## src/pkg/wes_map.svh

```systemverilog
`ifndef WES_MAP_SVH
`define WES_MAP_SVH

// Register offsets within the runtime block
`define WES_OFS_FLAG 8'h00
`define WES_OFS_RSVD_ONE 8'h01
`define WES_OFS_ENABLE 8'h02
`define WES_OFS_RSVD_THREE 8'h03
`define WES_OFS_STS_MISC 8'h04
`define WES_OFS_STS_GRP1 8'h05
`define WES_OFS_STS_GRP2 8'h06

// Reset values, applied on standby-supply power-on only
`define WES_RST_FLAG 8'h00
`define WES_RST_ENABLE 8'h00
`define WES_RST_STATUS 8'h00

// Field positions
`define WES_FLAG_BIT 0
`define WES_ENABLE_BIT 0
`define WES_MISC_RSVD_BIT 0
`define WES_GRP2_DEVINT_BIT 3

`endif

```

## src/pkg/wes_pkg.sv

```systemverilog
`default_nettype none

package wes_pkg;
    // One runtime register byte
    typedef logic [7:0] wes_byte_t;
    // Offset within the runtime block
    typedef logic [7:0] wes_addr_t;
endpackage

`default_nettype wire
```

## src/hw/wes_edge_detect.sv

```systemverilog
`default_nettype none

module wes_edge_detect #(
    parameter int W = 1,
    parameter bit SYNC = 1'b1
) (
    input wire logic clk,
    input wire logic rst_n,
    input wire logic [W-1:0] level_in,
    output logic [W-1:0] rise_pulse
);
    logic [W-1:0] stage_reg;
    logic [W-1:0] prev_reg;

    // Pins pass two flops; same-clock logic passes one flop
    generate
        if (SYNC) begin : g_sync
            logic [W-1:0] meta_reg;
            always_ff @(posedge clk or negedge rst_n) begin
                if (!rst_n) begin
                    meta_reg <= '0;
                    stage_reg <= '0;
                end else begin
                    meta_reg <= level_in;
                    stage_reg <= meta_reg;
                end
            end
        end else begin : g_direct
            always_ff @(posedge clk or negedge rst_n) begin
                if (!rst_n) begin
                    stage_reg <= '0;
                end else begin
                    stage_reg <= level_in;
                end
            end
        end
    endgenerate

    // Previous settled level for the rising-edge compare
    always_ff @(posedge clk or negedge rst_n) begin
        if (!rst_n) begin
            prev_reg <= '0;
        end else begin
            prev_reg <= stage_reg;
        end
    end

    // One-cycle pulse per low-to-high change of the settled level
    assign rise_pulse = stage_reg & ~prev_reg;
endmodule // wes_edge_detect

`default_nettype wire

```

## src/hw/wes_wake_status.sv

```systemverilog
`include "wes_map.svh"
`default_nettype none

module wes_wake_status (
    input wire logic clk,
    input wire logic rst_n,
    input wire wes_pkg::wes_addr_t reg_addr,
    input wire logic reg_wr,
    input wire logic reg_rd,
    input wire wes_pkg::wes_byte_t reg_wdata,
    output wes_pkg::wes_byte_t reg_rdata,
    input wire logic ring_indicator_first,
    input wire logic ring_indicator_second,
    input wire logic keyboard_wake,
    input wire logic mouse_wake,
    input wire logic specific_key_wake,
    input wire logic fan_speed_input_first,
    input wire logic fan_speed_input_second,
    input wire logic [7:0] gen_pins_10_17,
    input wire logic [2:0] gen_pins_20_22,
    input wire logic [3:0] gen_pins_24_27,
    input wire logic grouped_device_interrupt_status,
    input wire wes_pkg::wes_byte_t src_enable_misc,
    input wire wes_pkg::wes_byte_t src_enable_grp1,
    input wire wes_pkg::wes_byte_t src_enable_grp2,
    output logic wake_request_n
);
    import wes_pkg::*;

    // Write-one-to-clear update; a set arriving with the clear wins
    function automatic wes_byte_t w1c_next(input wes_byte_t cur, input wes_byte_t set,
                                           input wes_byte_t clr, input logic wr);
        wes_byte_t mask;
        mask = wr ? clr : 8'h00;
        w1c_next = (cur & ~mask) | set;
    endfunction

    logic global_wake_flag_bit_reg;
    logic wake_output_enable_bit_reg;
    wes_byte_t sts_misc_reg;
    wes_byte_t sts_grp1_reg;
    wes_byte_t sts_grp2_reg;
    wes_byte_t reg_rdata_reg;
    logic wake_request_n_reg;

    wire logic [21:0] pin_rise;
    wire logic devint_rise;

    // External pins are synchronised before edge detection
    wes_edge_detect #(
        .W(22),
        .SYNC(1'b1)
    ) u_pin_edges (
        .clk(clk),
        .rst_n(rst_n),
        .level_in({gen_pins_24_27, gen_pins_20_22, gen_pins_10_17,
                   fan_speed_input_second, fan_speed_input_first, specific_key_wake,
                   mouse_wake, keyboard_wake, ring_indicator_first, ring_indicator_second}),
        .rise_pulse(pin_rise)
    );

    // Grouped interrupt status is on-chip logic on this clock
    wes_edge_detect #(
        .W(1),
        .SYNC(1'b0)
    ) u_devint_edge (
        .clk(clk),
        .rst_n(rst_n),
        .level_in(grouped_device_interrupt_status),
        .rise_pulse(devint_rise)
    );

    // Event bytes laid out in status-bit order; bit 0 of the first is reserved
    wire wes_byte_t ev_misc = {pin_rise[6:0], 1'b0};
    wire wes_byte_t ev_grp1 = pin_rise[14:7];
    wire wes_byte_t ev_grp2 = {pin_rise[21:18], devint_rise, pin_rise[17:15]};

    // Register decode
    wire logic wr_flag = reg_wr && (reg_addr == `WES_OFS_FLAG);
    wire logic wr_enable = reg_wr && (reg_addr == `WES_OFS_ENABLE);
    wire logic wr_misc = reg_wr && (reg_addr == `WES_OFS_STS_MISC);
    wire logic wr_grp1 = reg_wr && (reg_addr == `WES_OFS_STS_GRP1);
    wire logic wr_grp2 = reg_wr && (reg_addr == `WES_OFS_STS_GRP2);

    // Enabled sources: a new enabled event raises the global flag
    wire logic enabled_event = |((ev_misc & src_enable_misc) | (ev_grp1 & src_enable_grp1)
                                  | (ev_grp2 & src_enable_grp2));
    // Any status bit still set with its own enable set
    wire logic enabled_pending = |((sts_misc_reg & src_enable_misc)
                                    | (sts_grp1_reg & src_enable_grp1)
                                    | (sts_grp2_reg & src_enable_grp2));

    // Status next values; the reserved bit never sets
    wire wes_byte_t sts_misc_next = w1c_next(sts_misc_reg, ev_misc, reg_wdata, wr_misc);
    wire wes_byte_t sts_grp1_next = w1c_next(sts_grp1_reg, ev_grp1, reg_wdata, wr_grp1);
    wire wes_byte_t sts_grp2_next = w1c_next(sts_grp2_reg, ev_grp2, reg_wdata, wr_grp2);

    // Flag sets regardless of the enable; write of one clears, set wins
    wire logic flag_next = (global_wake_flag_bit_reg
                            && !(wr_flag && reg_wdata[`WES_FLAG_BIT]))
                           || enabled_event;
    wire logic enable_next = wr_enable ? reg_wdata[`WES_ENABLE_BIT]
                                       : wake_output_enable_bit_reg;

    // Request asserted only with enable, flag and an enabled pending source
    wire logic drive_request = wake_output_enable_bit_reg && global_wake_flag_bit_reg
                               && enabled_pending;

    // Read mux; reserved offsets and bits read zero
    wire wes_byte_t rd_mux =
        (reg_addr == `WES_OFS_FLAG) ? {7'h00, global_wake_flag_bit_reg} :
        (reg_addr == `WES_OFS_ENABLE) ? {7'h00, wake_output_enable_bit_reg} :
        (reg_addr == `WES_OFS_STS_MISC) ? sts_misc_reg :
        (reg_addr == `WES_OFS_STS_GRP1) ? sts_grp1_reg :
        (reg_addr == `WES_OFS_STS_GRP2) ? sts_grp2_reg : 8'h00;

    // Only the standby-supply reset reaches these; other resets are not wired in
    always_ff @(posedge clk or negedge rst_n) begin
        if (!rst_n) begin
            global_wake_flag_bit_reg <= 1'(`WES_RST_FLAG);
            wake_output_enable_bit_reg <= 1'(`WES_RST_ENABLE);
        end else begin
            global_wake_flag_bit_reg <= flag_next;
            wake_output_enable_bit_reg <= enable_next;
        end
    end

    // Per-source status, sticky until written with one
    always_ff @(posedge clk or negedge rst_n) begin
        if (!rst_n) begin
            sts_misc_reg <= `WES_RST_STATUS;
            sts_grp1_reg <= `WES_RST_STATUS;
            sts_grp2_reg <= `WES_RST_STATUS;
        end else begin
            sts_misc_reg <= sts_misc_next;
            sts_grp1_reg <= sts_grp1_next;
            sts_grp2_reg <= sts_grp2_next;
        end
    end

    // Read data registered; held between reads so the host can sample late
    always_ff @(posedge clk or negedge rst_n) begin
        if (!rst_n) begin
            reg_rdata_reg <= 8'h00;
        end else if (reg_rd) begin
            reg_rdata_reg <= rd_mux;
        end
    end

    // Active-low request straight from a flop, no glitches on the pin
    always_ff @(posedge clk or negedge rst_n) begin
        if (!rst_n) begin
            wake_request_n_reg <= 1'b1;
        end else begin
            wake_request_n_reg <= !drive_request;
        end
    end

    assign reg_rdata = reg_rdata_reg;
    assign wake_request_n = wake_request_n_reg;

    // An enabled event always raises the flag next cycle
    flag_set_a: assert property (
        @(posedge clk) disable iff (!rst_n)
        enabled_event |=> global_wake_flag_bit_reg)
        else $error("Global flag missed an enabled event");

    // Writing one clears the flag when no new event races it
    flag_clear_a: assert property (
        @(posedge clk) disable iff (!rst_n)
        (wr_flag && reg_wdata[`WES_FLAG_BIT] && !enabled_event)
        |=> !global_wake_flag_bit_reg ##1 wake_request_n)
        else $error("Global flag or request not cleared by write of one");

    // Writing zero leaves a set flag alone
    flag_keep_a: assert property (
        @(posedge clk) disable iff (!rst_n)
        (wr_flag && !reg_wdata[`WES_FLAG_BIT] && global_wake_flag_bit_reg)
        |=> global_wake_flag_bit_reg)
        else $error("Global flag lost on write of zero");

    // Reserved offsets read back zero
    rsvd_read_a: assert property (
        @(posedge clk) disable iff (!rst_n)
        (reg_rd && (reg_addr == `WES_OFS_RSVD_ONE || reg_addr == `WES_OFS_RSVD_THREE))
        |=> (reg_rdata == 8'h00))
        else $error("Reserved offset read nonzero");

    // With the global enable off the request stays released
    enable_gate_a: assert property (
        @(posedge clk) disable iff (!rst_n)
        !wake_output_enable_bit_reg |=> wake_request_n)
        else $error("Request driven while global enable off");

    // Keyboard event shows in status one bit 3 regardless of enables
    misc_status_a: assert property (
        @(posedge clk) disable iff (!rst_n)
        ev_misc[3] |=> sts_misc_reg[3])
        else $error("Keyboard status not set");

    // Reserved status bit never sets
    misc_rsvd_a: assert property (
        @(posedge clk) disable iff (!rst_n)
        !sts_misc_reg[`WES_MISC_RSVD_BIT])
        else $error("Reserved status bit set");

    // Pin 10 lands in status two bit 0, three flops after the pin rises
    pin_ten_a: assert property (
        @(posedge clk) disable iff (!rst_n)
        (!gen_pins_10_17[0] ##1 gen_pins_10_17[0] [*3]) |=> sts_grp1_reg[0])
        else $error("Pin 10 status not set");

    // Grouped interrupt lands in status three bit 3
    devint_status_a: assert property (
        @(posedge clk) disable iff (!rst_n)
        devint_rise |=> sts_grp2_reg[`WES_GRP2_DEVINT_BIT])
        else $error("Grouped interrupt status not set");

    // Status two write clears exactly the bits written one
    grp1_w1c_a: assert property (
        @(posedge clk) disable iff (!rst_n)
        (wr_grp1 && ev_grp1 == 8'h00)
        |=> (sts_grp1_reg == ($past(sts_grp1_reg) & ~$past(reg_wdata))))
        else $error("Status two write-one-to-clear wrong");

    // All three gates open drives the request one cycle later
    request_drive_a: assert property (
        @(posedge clk) disable iff (!rst_n)
        (wake_output_enable_bit_reg && global_wake_flag_bit_reg && enabled_pending)
        |=> !wake_request_n)
        else $error("Request not driven with all gates open");

    // Nothing enabled pending means no request, whatever the status holds
    disabled_source_a: assert property (
        @(posedge clk) disable iff (!rst_n)
        !enabled_pending |=> wake_request_n)
        else $error("Request driven by a disabled source");

    // Request held while the enabled condition stands
    request_hold_a: assert property (
        @(posedge clk) disable iff (!rst_n)
        (!wake_request_n && wake_output_enable_bit_reg && global_wake_flag_bit_reg
         && enabled_pending) |=> !wake_request_n)
        else $error("Request dropped while condition held");

    // Pin 24 lands in status three bit 4, above the grouped interrupt
    grp2_map_a: assert property (
        @(posedge clk) disable iff (!rst_n)
        (!gen_pins_24_27[0] ##1 gen_pins_24_27[0] [*3]) |=> sts_grp2_reg[4])
        else $error("Pin 24 status not set");

    // Second ring indicator lands in status one bit 1
    ring_map_a: assert property (
        @(posedge clk) disable iff (!rst_n)
        (!ring_indicator_second ##1 ring_indicator_second [*3]) |=> sts_misc_reg[1])
        else $error("Second ring status not set");

    // Second fan input lands in status one bit 7
    fan_map_a: assert property (
        @(posedge clk) disable iff (!rst_n)
        (!fan_speed_input_second ##1 fan_speed_input_second [*3]) |=> sts_misc_reg[7])
        else $error("Second fan status not set");

    // Pin 17 lands in status two bit 7
    pin_seventeen_a: assert property (
        @(posedge clk) disable iff (!rst_n)
        (!gen_pins_10_17[7] ##1 gen_pins_10_17[7] [*3]) |=> sts_grp1_reg[7])
        else $error("Pin 17 status not set");

    // Enable write takes bit 0 of the data
    enable_write_a: assert property (
        @(posedge clk) disable iff (!rst_n)
        wr_enable |=> (wake_output_enable_bit_reg == $past(reg_wdata[`WES_ENABLE_BIT])))
        else $error("Global enable write not taken");

    // Upper bits of flag and enable read zero
    rsvd_bits_a: assert property (
        @(posedge clk) disable iff (!rst_n)
        (reg_rd && (reg_addr == `WES_OFS_FLAG || reg_addr == `WES_OFS_ENABLE))
        |=> (reg_rdata[7:1] == 7'h00))
        else $error("Reserved upper bits read nonzero");

    // Status one moves only on an event or a write holding ones
    misc_stable_a: assert property (
        @(posedge clk) disable iff (!rst_n)
        (ev_misc == 8'h00 && !(wr_misc && (reg_wdata != 8'h00))) |=> $stable(sts_misc_reg))
        else $error("Status one changed without event or clear");

    // Every event bit of status three is set next cycle, clear or not
    grp2_set_a: assert property (
        @(posedge clk) disable iff (!rst_n)
        (ev_grp2 != 8'h00) |=> ((sts_grp2_reg & $past(ev_grp2)) == $past(ev_grp2)))
        else $error("Status three event lost");

    // Events of disabled sources never raise the global flag
    flag_quiet_a: assert property (
        @(posedge clk) disable iff (!rst_n)
        (!global_wake_flag_bit_reg && !enabled_event) |=> !global_wake_flag_bit_reg)
        else $error("Global flag raised without an enabled event");
endmodule // wes_wake_status

`default_nettype wire

```

## config.mk

```make
export PLATFORM = sky130hd
export DESIGN_NAME = wes_wake_status
export DESIGN_NICKNAME = d
export VERILOG_FILES = /design/src/pkg/wes_pkg.sv /design/src/hw/wes_edge_detect.sv /design/src/hw/wes_wake_status.sv
export VERILOG_INCLUDE_DIRS = /design/src /design/src/pkg
export SDC_FILE = /design/constraint.sdc
export NUM_CORES = 1
export LEC_CHECK = 0
export BUFFER_PORTS_ARGS = -buffer_cell sky130_fd_sc_hd__buf_2
export CORE_MARGIN = 2
export CORE_UTILIZATION = 40
export DETAILED_ROUTE_END_ITERATION = 10
export GPL_ROUTABILITY_DRIVEN = 1
export PLACE_DENSITY = 0.65
export SLEW_MARGIN = 10
export SYNTH_ARGS = -nofsm -noshare
export SYNTH_HDL_FRONTEND = slang
export SYNTH_SLANG_ARGS = --single-unit
export TNS_END_PERCENT = 30
```

## constraint.sdc

```tcl
create_clock -name clk -period 1.3 [get_ports clk]
set_input_delay 0.13 -clock clk [delete_from_list [all_inputs] [get_ports clk]]
set_output_delay 0.13 -clock clk [all_outputs]
set_load 0.02 [all_outputs]
```

# After elaboration in Yosys (flattened, before gate mapping)
# Cells that the tools add are included.
# classes
eq_ne	4
mux	8
bitwise_logic	23
reduce_logical	15
# op_table
cell	count
8-bit AND	9
8-bit two-way mux	8
8-bit OR	7
8-bit by 3-bit equality test with 1-bit output (second input constant)	3
8-bit NOT	3
22-bit AND	1
22-bit NOT	1
8-bit OR reduction	2
1-bit logical AND	9
8-bit by 2-bit equality test with 1-bit output (second input constant)	1
8-bit logical NOT	1
1-bit logical NOT	2
1-bit AND	1
1-bit logical OR	1
1-bit NOT	1
# totals
register_bits	103
input_bits	67
output_inout_bits	9
word_cells	62

# Longest topological paths before layout
# Gate-level depths: netlist of the first run.
# depth
ltp_word	7
mapped_depth	6
ltp_nobuf	4

# By module
# Synthesis of the first run repeated with hierarchy kept, for this count alone.
# unflattened
cells_unflattened	282
hier_area_um2	3930.0
# by_module_without_submodules
module	n_inst	cells_per_inst	area_each_um2
wes_edge_detect at u_pin_edges	1	88	1954.4
wes_wake_status	1	191	1911.8
wes_edge_detect at u_devint_edge	1	3	63.8

# Worst setup path before layout of the first run
# No wires, ideal clock.
# synth_path
kind	in2reg
startpoint	input port reg_addr[7]
endpoint	register wake_output_enable_bit_reg
arrival_time_ns	1.368
t_required_ns	1.175
path_slack_ns	-0.193
path_stages	5
n_path_buf	1
cell_sequence	nor4_2 -> buf_2 -> nand4_1 -> nor2_1 -> mux2_2
# synth_between
elab_chain_cells	2
# synth_lines
item	line	source
from (decl)	wes_wake_status.sv:7	input wire wes_pkg::wes_addr_t reg_addr,
8-bit by 2-bit equality test with 1-bit output (no source line)	--	
1-bit logical AND	wes_wake_status.sv:80	wire logic wr_enable = reg_wr && (reg_addr == `WES_OFS_ENABLE);
to (signal assigned)	wes_wake_status.sv:121	wake_output_enable_bit_reg <= 1'(`WES_RST_ENABLE);
to (signal assigned)	wes_wake_status.sv:124	wake_output_enable_bit_reg <= enable_next;
to (decl)	wes_wake_status.sv:39	logic wake_output_enable_bit_reg;
# Every way passes these cells.
# A chain may end at the register's enable or synchronous reset.

# Final worst setup path of the first run
# layout_path
startpoint	register u_pin_edges.stage_reg[15]
endpoint	register global_wake_flag_bit_reg
# layout_between
elab_chain_cells	5
# layout_lines
item	line	source
from (decl)	wes_edge_detect.sv:12	logic [W-1:0] stage_reg;
from (signal assigned)	wes_edge_detect.sv:25	stage_reg <= meta_reg;
22-bit AND	wes_edge_detect.sv:49	assign rise_pulse = stage_reg & ~prev_reg;
8-bit AND	wes_wake_status.sv:87	| (ev_grp2 & src_enable_grp2));
8-bit OR	wes_wake_status.sv:87	
8-bit OR reduction	wes_wake_status.sv:86	wire logic enabled_event = |((ev_misc & src_enable_misc) | (ev_grp1 & src_enable_grp1)
1-bit logical OR	wes_wake_status.sv:99	wire logic flag_next = (global_wake_flag_bit_reg
via flag_next	wes_wake_status.sv:99	
to (signal assigned)	wes_wake_status.sv:120	global_wake_flag_bit_reg <= 1'(`WES_RST_FLAG);
to (signal assigned)	wes_wake_status.sv:123	global_wake_flag_bit_reg <= flag_next;
to (decl)	wes_wake_status.sv:38	logic global_wake_flag_bit_reg;
# The timed path passes the listed nets, and every way through them passes these cells.

==> flow_results.xml, run 1 <==
<?xml version="1.0" encoding="UTF-8"?>
<metrics>
  <group name="clocking">
    <metric name="ctsRootBufferMaster" unit="">clkbuf_8</metric>
    <metric name="clkSlewWorstSetupHoldPaths" unit="ns">0.10</metric>
    <metric name="cts.path.max_buffers" unit="">2</metric>
    <metric name="cts_tree" unit="">yes</metric>
    <metric name="worstSkewPairLatency" unit="ns">0.36</metric>
    <metric name="clock_sink_count" unit="">103</metric>
    <metric name="tritoncts.num_buffers" unit="">9</metric>
    <metric name="cts.htree.levels" unit="">3</metric>
  </group>
  <group name="detailed_routing">
    <metric name="highest-signal-layer" unit="">met4</metric>
    <metric name="dr.first_iter.drc_count" unit="">188</metric>
    <metric name="wire_length_per_cell" unit="um">15.4</metric>
    <metric name="antenna_nets_post_route" unit="">0</metric>
    <metric name="drc" unit="">0</metric>
    <metric name="met1_length" unit="mm">4.07</metric>
    <metric name="wl" unit="mm">9.34</metric>
    <metric name="wl_met2" unit="mm">4.62</metric>
    <metric name="wl_met3" unit="um">549</metric>
    <metric name="via_count" unit="">3001</metric>
    <metric name="drt_pre_antenna_iters" unit="">5</metric>
    <metric name="detail_route.vias_per_cell" unit="">4.94</metric>
  </group>
  <group name="grt">
    <metric name="grt_start_max_net_pins" unit="">104</metric>
    <metric name="grt_overflow" unit="">0</metric>
    <metric name="grt_usage" unit="">0.192</metric>
    <metric name="via_count_of_the_first_global_routing_pass" unit="">3016</metric>
    <metric name="first_pass_grt_wire_length" unit="mm">15.0</metric>
    <metric name="antenna_found_initial" unit="">0</metric>
  </group>
  <group name="synth">
    <metric name="synth.net_count" unit="">385</metric>
    <metric name="netlist_instances" unit="">318</metric>
    <metric name="synth.yosys.seq_area_share" unit="">0.677</metric>
    <metric name="synth.lib_cells_used.distinct" unit="">33</metric>
    <metric name="avgSynthCellArea" unit="um2">12.0</metric>
    <metric name="syn_area" unit="um2">3810</metric>
    <metric name="yosysWarnings" unit="">0</metric>
    <metric name="postSynthRegisterBits" unit="">103</metric>
  </group>
  <group name="placed_design">
    <metric name="portBuffers" unit="">75</metric>
    <metric name="placement.cell_area" unit="um2">4720</metric>
    <metric name="place.gp.congestion" unit="">0.885</metric>
    <metric name="hpwl" unit="mm">6.68</metric>
  </group>
  <group name="die">
    <metric name="fp.coreArea" unit="um2">9240</metric>
    <metric name="die_width" unit="um">102</metric>
    <metric name="die_h" unit="um">102</metric>
    <metric name="io_pins" unit="">76</metric>
    <metric name="fp.dieArea" unit="um2">10300</metric>
    <metric name="fp-row-count" unit="">35</metric>
    <metric name="starting_density_of_the_core" unit="">0.412</metric>
  </group>
  <group name="critical_path">
    <metric name="endpoint_kind" unit="">flop</metric>
    <metric name="cell_breakdown_of_the_critical_path" unit="">nand3b_1 &gt; nand4_1 &gt; or4_1 &gt; a211o_1</metric>
    <metric name="worst-path-buf-inv" unit="">0</metric>
    <metric name="worst-setup-path-type" unit="">reg -&gt; reg</metric>
    <metric name="critPathLaunchType" unit="">flop</metric>
    <metric name="critical_path_arrival" unit="ns">1.74</metric>
    <metric name="timing.critical_path.slowest_stage_cell" unit="">or4_1</metric>
    <metric name="max_stage_delay" unit="ns">0.55</metric>
    <metric name="critPathMaxFanout" unit="">2</metric>
    <metric name="cp.required" unit="ns">1.56</metric>
    <metric name="critical-path-top-delay-family" unit="">simple AND/OR/NAND/NOR gates</metric>
  </group>
  <group name="timing">
    <metric name="setup-tns-final" unit="ns">-0.186</metric>
    <metric name="worst_pin_slew" unit="ns">0.520</metric>
    <metric name="fmax" unit="GHz">0.673</metric>
    <metric name="min_period" unit="ns">1.49</metric>
    <metric name="postLayoutSetupSlackWorst" unit="ns">-0.186</metric>
    <metric name="final_hold_viol_count" unit="">0</metric>
    <metric name="skew" unit="ns">0.0101</metric>
    <metric name="remaining_max_slew_budget_at_the_tightest_pin" unit="">0.653</metric>
    <metric name="layout_worst_path_cycle_share" unit="">1.14</metric>
    <metric name="slew_violations" unit="">0</metric>
    <metric name="setup_viol" unit="">1</metric>
    <metric name="rsz0062_at_grt" unit="">yes</metric>
  </group>
  <group name="power">
    <metric name="power-per-cell-area" unit="nW/um2">1220</metric>
    <metric name="p_leak" unit="uW">0.00246</metric>
    <metric name="power.ir.vdd_worst" unit="mV">0.782</metric>
    <metric name="totalPowerFinal" unit="uW">6420</metric>
  </group>
  <group name="status">
    <metric name="failed_checks" unit="">negative setup slack</metric>
    <metric name="status" unit="">finished with violations</metric>
  </group>
  <group name="cells_and_area">
    <metric name="n_fill_cell" unit="">792</metric>
    <metric name="flow.area_growth_from_synthesis" unit="%">38.3</metric>
    <metric name="summed_area_of_non_filler_cells_in_the_final_layout" unit="um2">5270</metric>
    <metric name="number_of_nets_in_the_layout" unit="">541</metric>
    <metric name="drive_above_1_share" unit="">0.322</metric>
    <metric name="num_antenna_cells" unit="">0</metric>
  </group>
  <group name="min_path">
    <metric name="min-delay-path-class" unit="">in -&gt; reg</metric>
  </group>
  <group name="job">
    <metric name="cap_violations" unit="">0</metric>
  </group>
</metrics>
cells in the final DEF (no fill, tap or decap), drive strengths merged, types with 4 or more instances in the layout:
master / n
nand4: 8
nor2: 4
o21ai: 45
bufinv: 4
nand3: 13
clkbuf: 10
dfrtp: 102
a21oi: 8
nor2b: 9
a22o: 6
o2111ai: 7
nand3b: 19
inv: 38
buf: 131
a22oi: 13
dlygate4sd3: 24
nand2: 17
synth_stat cells:
cell       instances  area [um2]
buf_2              2        10.0
a22oi_1           13        97.6
mux2_2             1        11.3
nand3_1           13        65.1
a22o_1             6        52.6
clkbuf_1           6        22.5
dfstp_2            1        26.3
or3b_1             1        8.76
dfrtp_1          102        2550
inv_1             37         139
a21o_1             2        15.0
nor4_2             1        12.5
o2111ai_1          7        61.3
nand3b_1          19         143
or4_1              1        7.51
or4_4              1        11.3
nand4b_2           1        15.0
nor4_4             1        21.3
nor2b_1            9        56.3
o21ai_0           45         225
mux2i_1            2        20.0
o311ai_0           1        8.76
o22ai_1            1        6.26
a31oi_1            1        6.26
nand2_1           17        63.8
nand4_1            8        50.1
o21a_1             1        7.51
a21oi_1            8        40.0
a211o_1            1        8.76
nor2_1             4        15.0
buf_1              2        7.51
and4_1             1        8.76
nand2b_1           2        12.5
cell type report:
type | count | area (um2) | area share
Tap cell | 129 | 161 | 0.0306
Inverter | 37 | 139 | 0.0264
Multi-Input combinational cell | 168 | 1080 | 0.205
Clock inverter | 5 | 129 | 0.0245
Timing Repair Buffer | 155 | 1050 | 0.200
Clock buffer | 10 | 128 | 0.0242
Sequential cell | 103 | 2580 | 0.490
per-layer routing:
| metal | vias up | GRT usage |
|---|---|---|
| li1 | 1420 | - |
| met2 | 101 | 0.314 |
| met1 | 1470 | 0.261 |
| met4 | 0 | 0.0561 |
| met5 | - | 0 |
| met3 | 10 | 0.0373 |
where the power goes:
group	switching, uW	internal (uW)
Sequential	54.2	3320
Combinational	270	264
Clock	1040	1470
per-stage QoR:
stage	cells	hold slack (ns)	utilization	worst slack (ns)
detailed placement	564	0.234	0.511	-0.331
CTS	606	0.0654	0.568	-0.177
finish	607	0.0743	0.570	-0.186
floorplan	318	-0.166	-	-0.131
global placement	564	0.234	0.511	-0.250
global route	607	0.0686	0.570	-0.276
worst paths after layout:
kind / start / to / slack [ns] / cells after the start
min in group asynchronous: rst_n / u_pin_edges.g_sync.meta_reg[10]$_DFF_PN0_ / 0.36 / 3
worst min register to register: u_pin_edges.g_sync.meta_reg[12]$_DFF_PN0_ / u_pin_edges.stage_reg[12]$_DFF_PN0_ / 0.35 / 0
max in group asynchronous: rst_n / u_pin_edges.g_sync.meta_reg[8]$_DFF_PN0_ / 0.54 / 3
worst min-delay path: reg_wdata[0] / wake_output_enable_bit_reg$_DFFE_PN0P_ / 0.07 / 2
worst max register to register: u_pin_edges.stage_reg[15]$_DFF_PN0_ / global_wake_flag_bit_reg$_DFF_PN0_ / -0.19 / 4
worst max-delay path: u_pin_edges.stage_reg[15]$_DFF_PN0_ / global_wake_flag_bit_reg$_DFF_PN0_ / -0.19 / 4
cells by family (layout without fill, tap and decap cells):
| group | count (synthesis) | after routing | synth area share |
|---|---|---|---|
| flip-flops | 103 | 103 | 0.677 |
| AND/OR/NAND/NOR | 79 | 79 | 0.129 |
| AO/OA/AOI/OAI | 86 | 86 | 0.139 |
| multiplexers | 3 | 3 | 0.00821 |
| buffers and inverters | 47 | 207 | 0.0470 |
worst reg2reg max path, stage by stage, from the launching register on:
cell and delay [ns]:
dfrtp_1 0.39, nand3b_1 0.09, nand4_1 0.13, or4_1 0.55
a211o_1 0.23
timing repair:
action	in CTS	in global routing
endpoints found under the hold margin	125	0
pin swaps	3	2
resized for setup	2	5
buffers inserted	3	1
hold buffers	24	0
endpoints found under the setup margin	2	6
Power figures use the tool's default switching activity.
==> run 2, diff against run 1 <==
Settings changed: ABC_AREA from default to 1, PLACE_DENSITY 0.65 to 0.63.
==> flow_results.xml, run 2 <==
<?xml version="1.0" encoding="UTF-8"?>
<metrics>
  <group name="critical_path">
    <metric name="reg2reg_setup_slack" unit="ns">0.22</metric>
    <metric name="worst-setup-path-type" unit="">reg -&gt; out</metric>
    <metric name="max_stage_delay" unit="ns">0.52</metric>
    <metric name="timing.reg2reg.worst_path_depth" unit="">5</metric>
    <metric name="cp.required" unit="ns">1.17</metric>
    <metric name="cell_breakdown_of_the_critical_path" unit="">buf_2</metric>
    <metric name="endpoint_kind" unit="">output pin</metric>
    <metric name="worst_reg2reg_path_startpoint" unit="">wake_output_enable_bit_reg$_DFFE_PN0P_</metric>
    <metric name="worst-path-buf-inv" unit="">1</metric>
    <metric name="critPathMaxFanout" unit="">1</metric>
    <metric name="critical-path-top-delay-family" unit="">flip-flops</metric>
    <metric name="critical_path_arrival" unit="ns">1.02</metric>
    <metric name="timing.critical_path.slowest_stage_cell" unit="">dfstp_2</metric>
    <metric name="critPathLaunchType" unit="">flop</metric>
    <metric name="regToRegEndpoint" unit="">reg_rdata[0]$_DFFE_PN0P_</metric>
  </group>
  <group name="cells_and_area">
    <metric name="commonest_cells_after_routing_fill_and_taps_aside" unit="">nand2_1, dfrtp_1, buf_2</metric>
    <metric name="layout.cells.most_common" unit="">nand2_1</metric>
    <metric name="number_of_nets_in_the_layout" unit="">581</metric>
    <metric name="drive_above_1_share" unit="">0.216</metric>
    <metric name="num_antenna_cells" unit="">0</metric>
    <metric name="layout.area.seq" unit="um2">2580</metric>
    <metric name="postLayoutCoreUtil" unit="">0.510</metric>
    <metric name="n_fill_cell" unit="">942</metric>
    <metric name="multi_input_comb_area" unit="um2">1120</metric>
    <metric name="flow.area_growth_from_synthesis" unit="%">25.7</metric>
    <metric name="summed_area_of_non_filler_cells_in_the_final_layout" unit="um2">4890</metric>
  </group>
  <group name="detailed_routing">
    <metric name="drc" unit="">0</metric>
    <metric name="drt_pre_antenna_iters" unit="">5</metric>
    <metric name="wl" unit="mm">8.74</metric>
    <metric name="antenna_nets_post_route" unit="">0</metric>
    <metric name="wire_length_per_cell" unit="um">13.4</metric>
    <metric name="dr.first_iter.drc_count" unit="">174</metric>
    <metric name="via_count" unit="">2964</metric>
    <metric name="detail_route.vias_per_cell" unit="">4.55</metric>
  </group>
  <group name="synth">
    <metric name="syn_area" unit="um2">3890</metric>
    <metric name="top_cells_by_instance_count_after_synthesis" unit="">nand2_1, dfrtp_1, nand3_1</metric>
    <metric name="yosysWarnings" unit="">0</metric>
    <metric name="synth.yosys.seq_area_share" unit="">0.662</metric>
    <metric name="avgSynthCellArea" unit="um2">9.71</metric>
    <metric name="synth_top_flop_cell" unit="">dfrtp_1</metric>
    <metric name="async_flop_share" unit="">1.00</metric>
    <metric name="leading_cell_type_by_number_of_instances_after_synthesis" unit="">nand2_1</metric>
    <metric name="synth.lib_cells_used.distinct" unit="">20</metric>
    <metric name="netlist_instances" unit="">401</metric>
    <metric name="postSynthRegisterBits" unit="">103</metric>
    <metric name="synth_largest_type_area_fraction" unit="">0.656</metric>
    <metric name="synth_top_cells_by_area" unit="">dfrtp_1, nand2_1, nand3_1</metric>
    <metric name="synth_enable_flop_cells" unit="">0</metric>
    <metric name="post-synth-top-area-cell" unit="">dfrtp_1</metric>
    <metric name="synth.net_count" unit="">468</metric>
  </group>
  <group name="timing">
    <metric name="rsz0062_at_grt" unit="">no</metric>
    <metric name="setup-tns-final" unit="ns">0</metric>
    <metric name="remaining_max_slew_budget_at_the_tightest_pin" unit="">0.746</metric>
    <metric name="final_hold_viol_count" unit="">0</metric>
    <metric name="holdWs" unit="ns">0.0390</metric>
    <metric name="skew" unit="ns">0.0148</metric>
    <metric name="layout_worst_path_cycle_share" unit="">0.887</metric>
    <metric name="min_period" unit="ns">1.15</metric>
    <metric name="slew_violations" unit="">0</metric>
    <metric name="fmax" unit="GHz">0.867</metric>
    <metric name="setup_viol" unit="">0</metric>
    <metric name="worst_pin_slew" unit="ns">0.381</metric>
  </group>
  <group name="job">
    <metric name="cap_violations" unit="">0</metric>
  </group>
  <group name="min_path">
    <metric name="hold_path_end" unit="">sts_grp2_reg[1]$_DFF_PN0_</metric>
    <metric name="min-delay-path-class" unit="">in -&gt; reg</metric>
    <metric name="hold_path_startpoint" unit="">reg_wdata[1]</metric>
    <metric name="holdPathStages" unit="">4</metric>
  </group>
  <group name="placed_design">
    <metric name="place.gp.congestion" unit="">0.848</metric>
    <metric name="portBuffers" unit="">75</metric>
    <metric name="placement.cell_area" unit="um2">4460</metric>
    <metric name="hpwl" unit="mm">6.40</metric>
  </group>
  <group name="clocking">
    <metric name="cts.path.max_buffers" unit="">2</metric>
    <metric name="ctsHoldBuffers" unit="">24</metric>
    <metric name="clkSlewWorstSetupHoldPaths" unit="ns">0.09</metric>
    <metric name="cts.htree.levels" unit="">3</metric>
    <metric name="worstSkewPairLatency" unit="ns">0.36</metric>
    <metric name="ctsRootBufferMaster" unit="">clkbuf_8</metric>
    <metric name="tritoncts.num_buffers" unit="">9</metric>
    <metric name="cts_tree" unit="">yes</metric>
    <metric name="post_cts.resized_instances" unit="">0</metric>
    <metric name="postCtsSetupBuffers" unit="">0</metric>
    <metric name="clock_sink_count" unit="">103</metric>
  </group>
  <group name="grt">
    <metric name="via_count_of_the_first_global_routing_pass" unit="">2884</metric>
    <metric name="grt_start_max_net_pins" unit="">74</metric>
    <metric name="first_pass_grt_wire_length" unit="mm">14.0</metric>
    <metric name="grt_overflow" unit="">0</metric>
    <metric name="grt_usage" unit="">0.177</metric>
    <metric name="antenna_found_initial" unit="">0</metric>
  </group>
  <group name="die">
    <metric name="io_pins" unit="">76</metric>
    <metric name="fp.coreArea" unit="um2">9590</metric>
    <metric name="die_width" unit="um">103</metric>
    <metric name="starting_density_of_the_core" unit="">0.406</metric>
    <metric name="fp.dieArea" unit="um2">10500</metric>
    <metric name="fp-row-count" unit="">36</metric>
    <metric name="die_h" unit="um">103</metric>
  </group>
  <group name="power">
    <metric name="totalPowerFinal" unit="uW">5800</metric>
    <metric name="power.ir.vdd_worst" unit="mV">0.732</metric>
    <metric name="power-per-cell-area" unit="nW/um2">1190</metric>
    <metric name="p_leak" unit="uW">0.00253</metric>
  </group>
  <group name="status">
    <metric name="status" unit="">finished clean</metric>
  </group>
</metrics>
-- run 2: cell count changes in the layout (fill, tap and decap cells not counted), moves of 11 or more --
cell / change
buf_4: -46
nand2_1: +141
a22oi_1: -11
nand3_1: +44
nand3b_1: -19
o21ai_0: -41
-- run 2: layout make-up --
type	instances	area share
Multi-Input combinational cell	256	0.229
Clock buffer	9	0.0253
Sequential cell	103	0.527
Timing Repair Buffer	108	0.143
Inverter	36	0.0276
Tap cell	133	0.0340
Clock inverter	6	0.0141
-- run 2: per-layer routing --
layer	part of all wire	vias up	track usage
met5	0	-	0
li1	-	1478	-
met1	0.46	1395	0.242
met4	0.013	0	0.0574
met3	0.042	10	0.0298
met2	0.49	81	0.290
-- run 2: cells by family (layout without fill, tap and decap cells) --
kind of cell,count (synthesis),after routing,share of synthesized area
simple gates,252,252,0.283
buf+inv,42,159,0.0492
flops,103,103,0.662
compound gates,4,4,0.00514
-- run 2: through the flow --
step | setup WS, ns | instances
3_5_place_dp | 0.0352 | 612
6_report | 0.147 | 651
2_1_floorplan | 0.285 | 401
3_3_place_gp | 0.0770 | 612
4_1_cts | 0.136 | 651
5_1_grt | 0.110 | 651
-- run 2: worst max-delay path by stage --
stage / startpoint / cells after the start / to
after floorplan: wake_output_enable_bit_reg$_DFFE_PN0P_ / 5 / reg_rdata[0]$_DFFE_PN0P_
after global placement: reg_addr[6] / 10 / global_wake_flag_bit_reg$_DFF_PN0_
after detailed placement: reg_addr[6] / 9 / sts_grp2_reg[5]$_DFF_PN0_
after CTS: wake_request_n$_DFF_PN1_ / 1 / wake_request_n
after global routing: wake_output_enable_bit_reg$_DFFE_PN0P_ / 5 / reg_rdata[0]$_DFFE_PN0P_
final: wake_request_n$_DFF_PN1_ / 1 / wake_request_n
-- run 2: where the power goes --
part / total, uW / internal [uW] / leakage (uW) / switching [uW]
Sequential: 3370 / 3320 / 0.00115 / 50.4
Clock: 1990 / 898 / 0.0000965 / 1090
Combinational: 450 / 194 / 0.00128 / 256
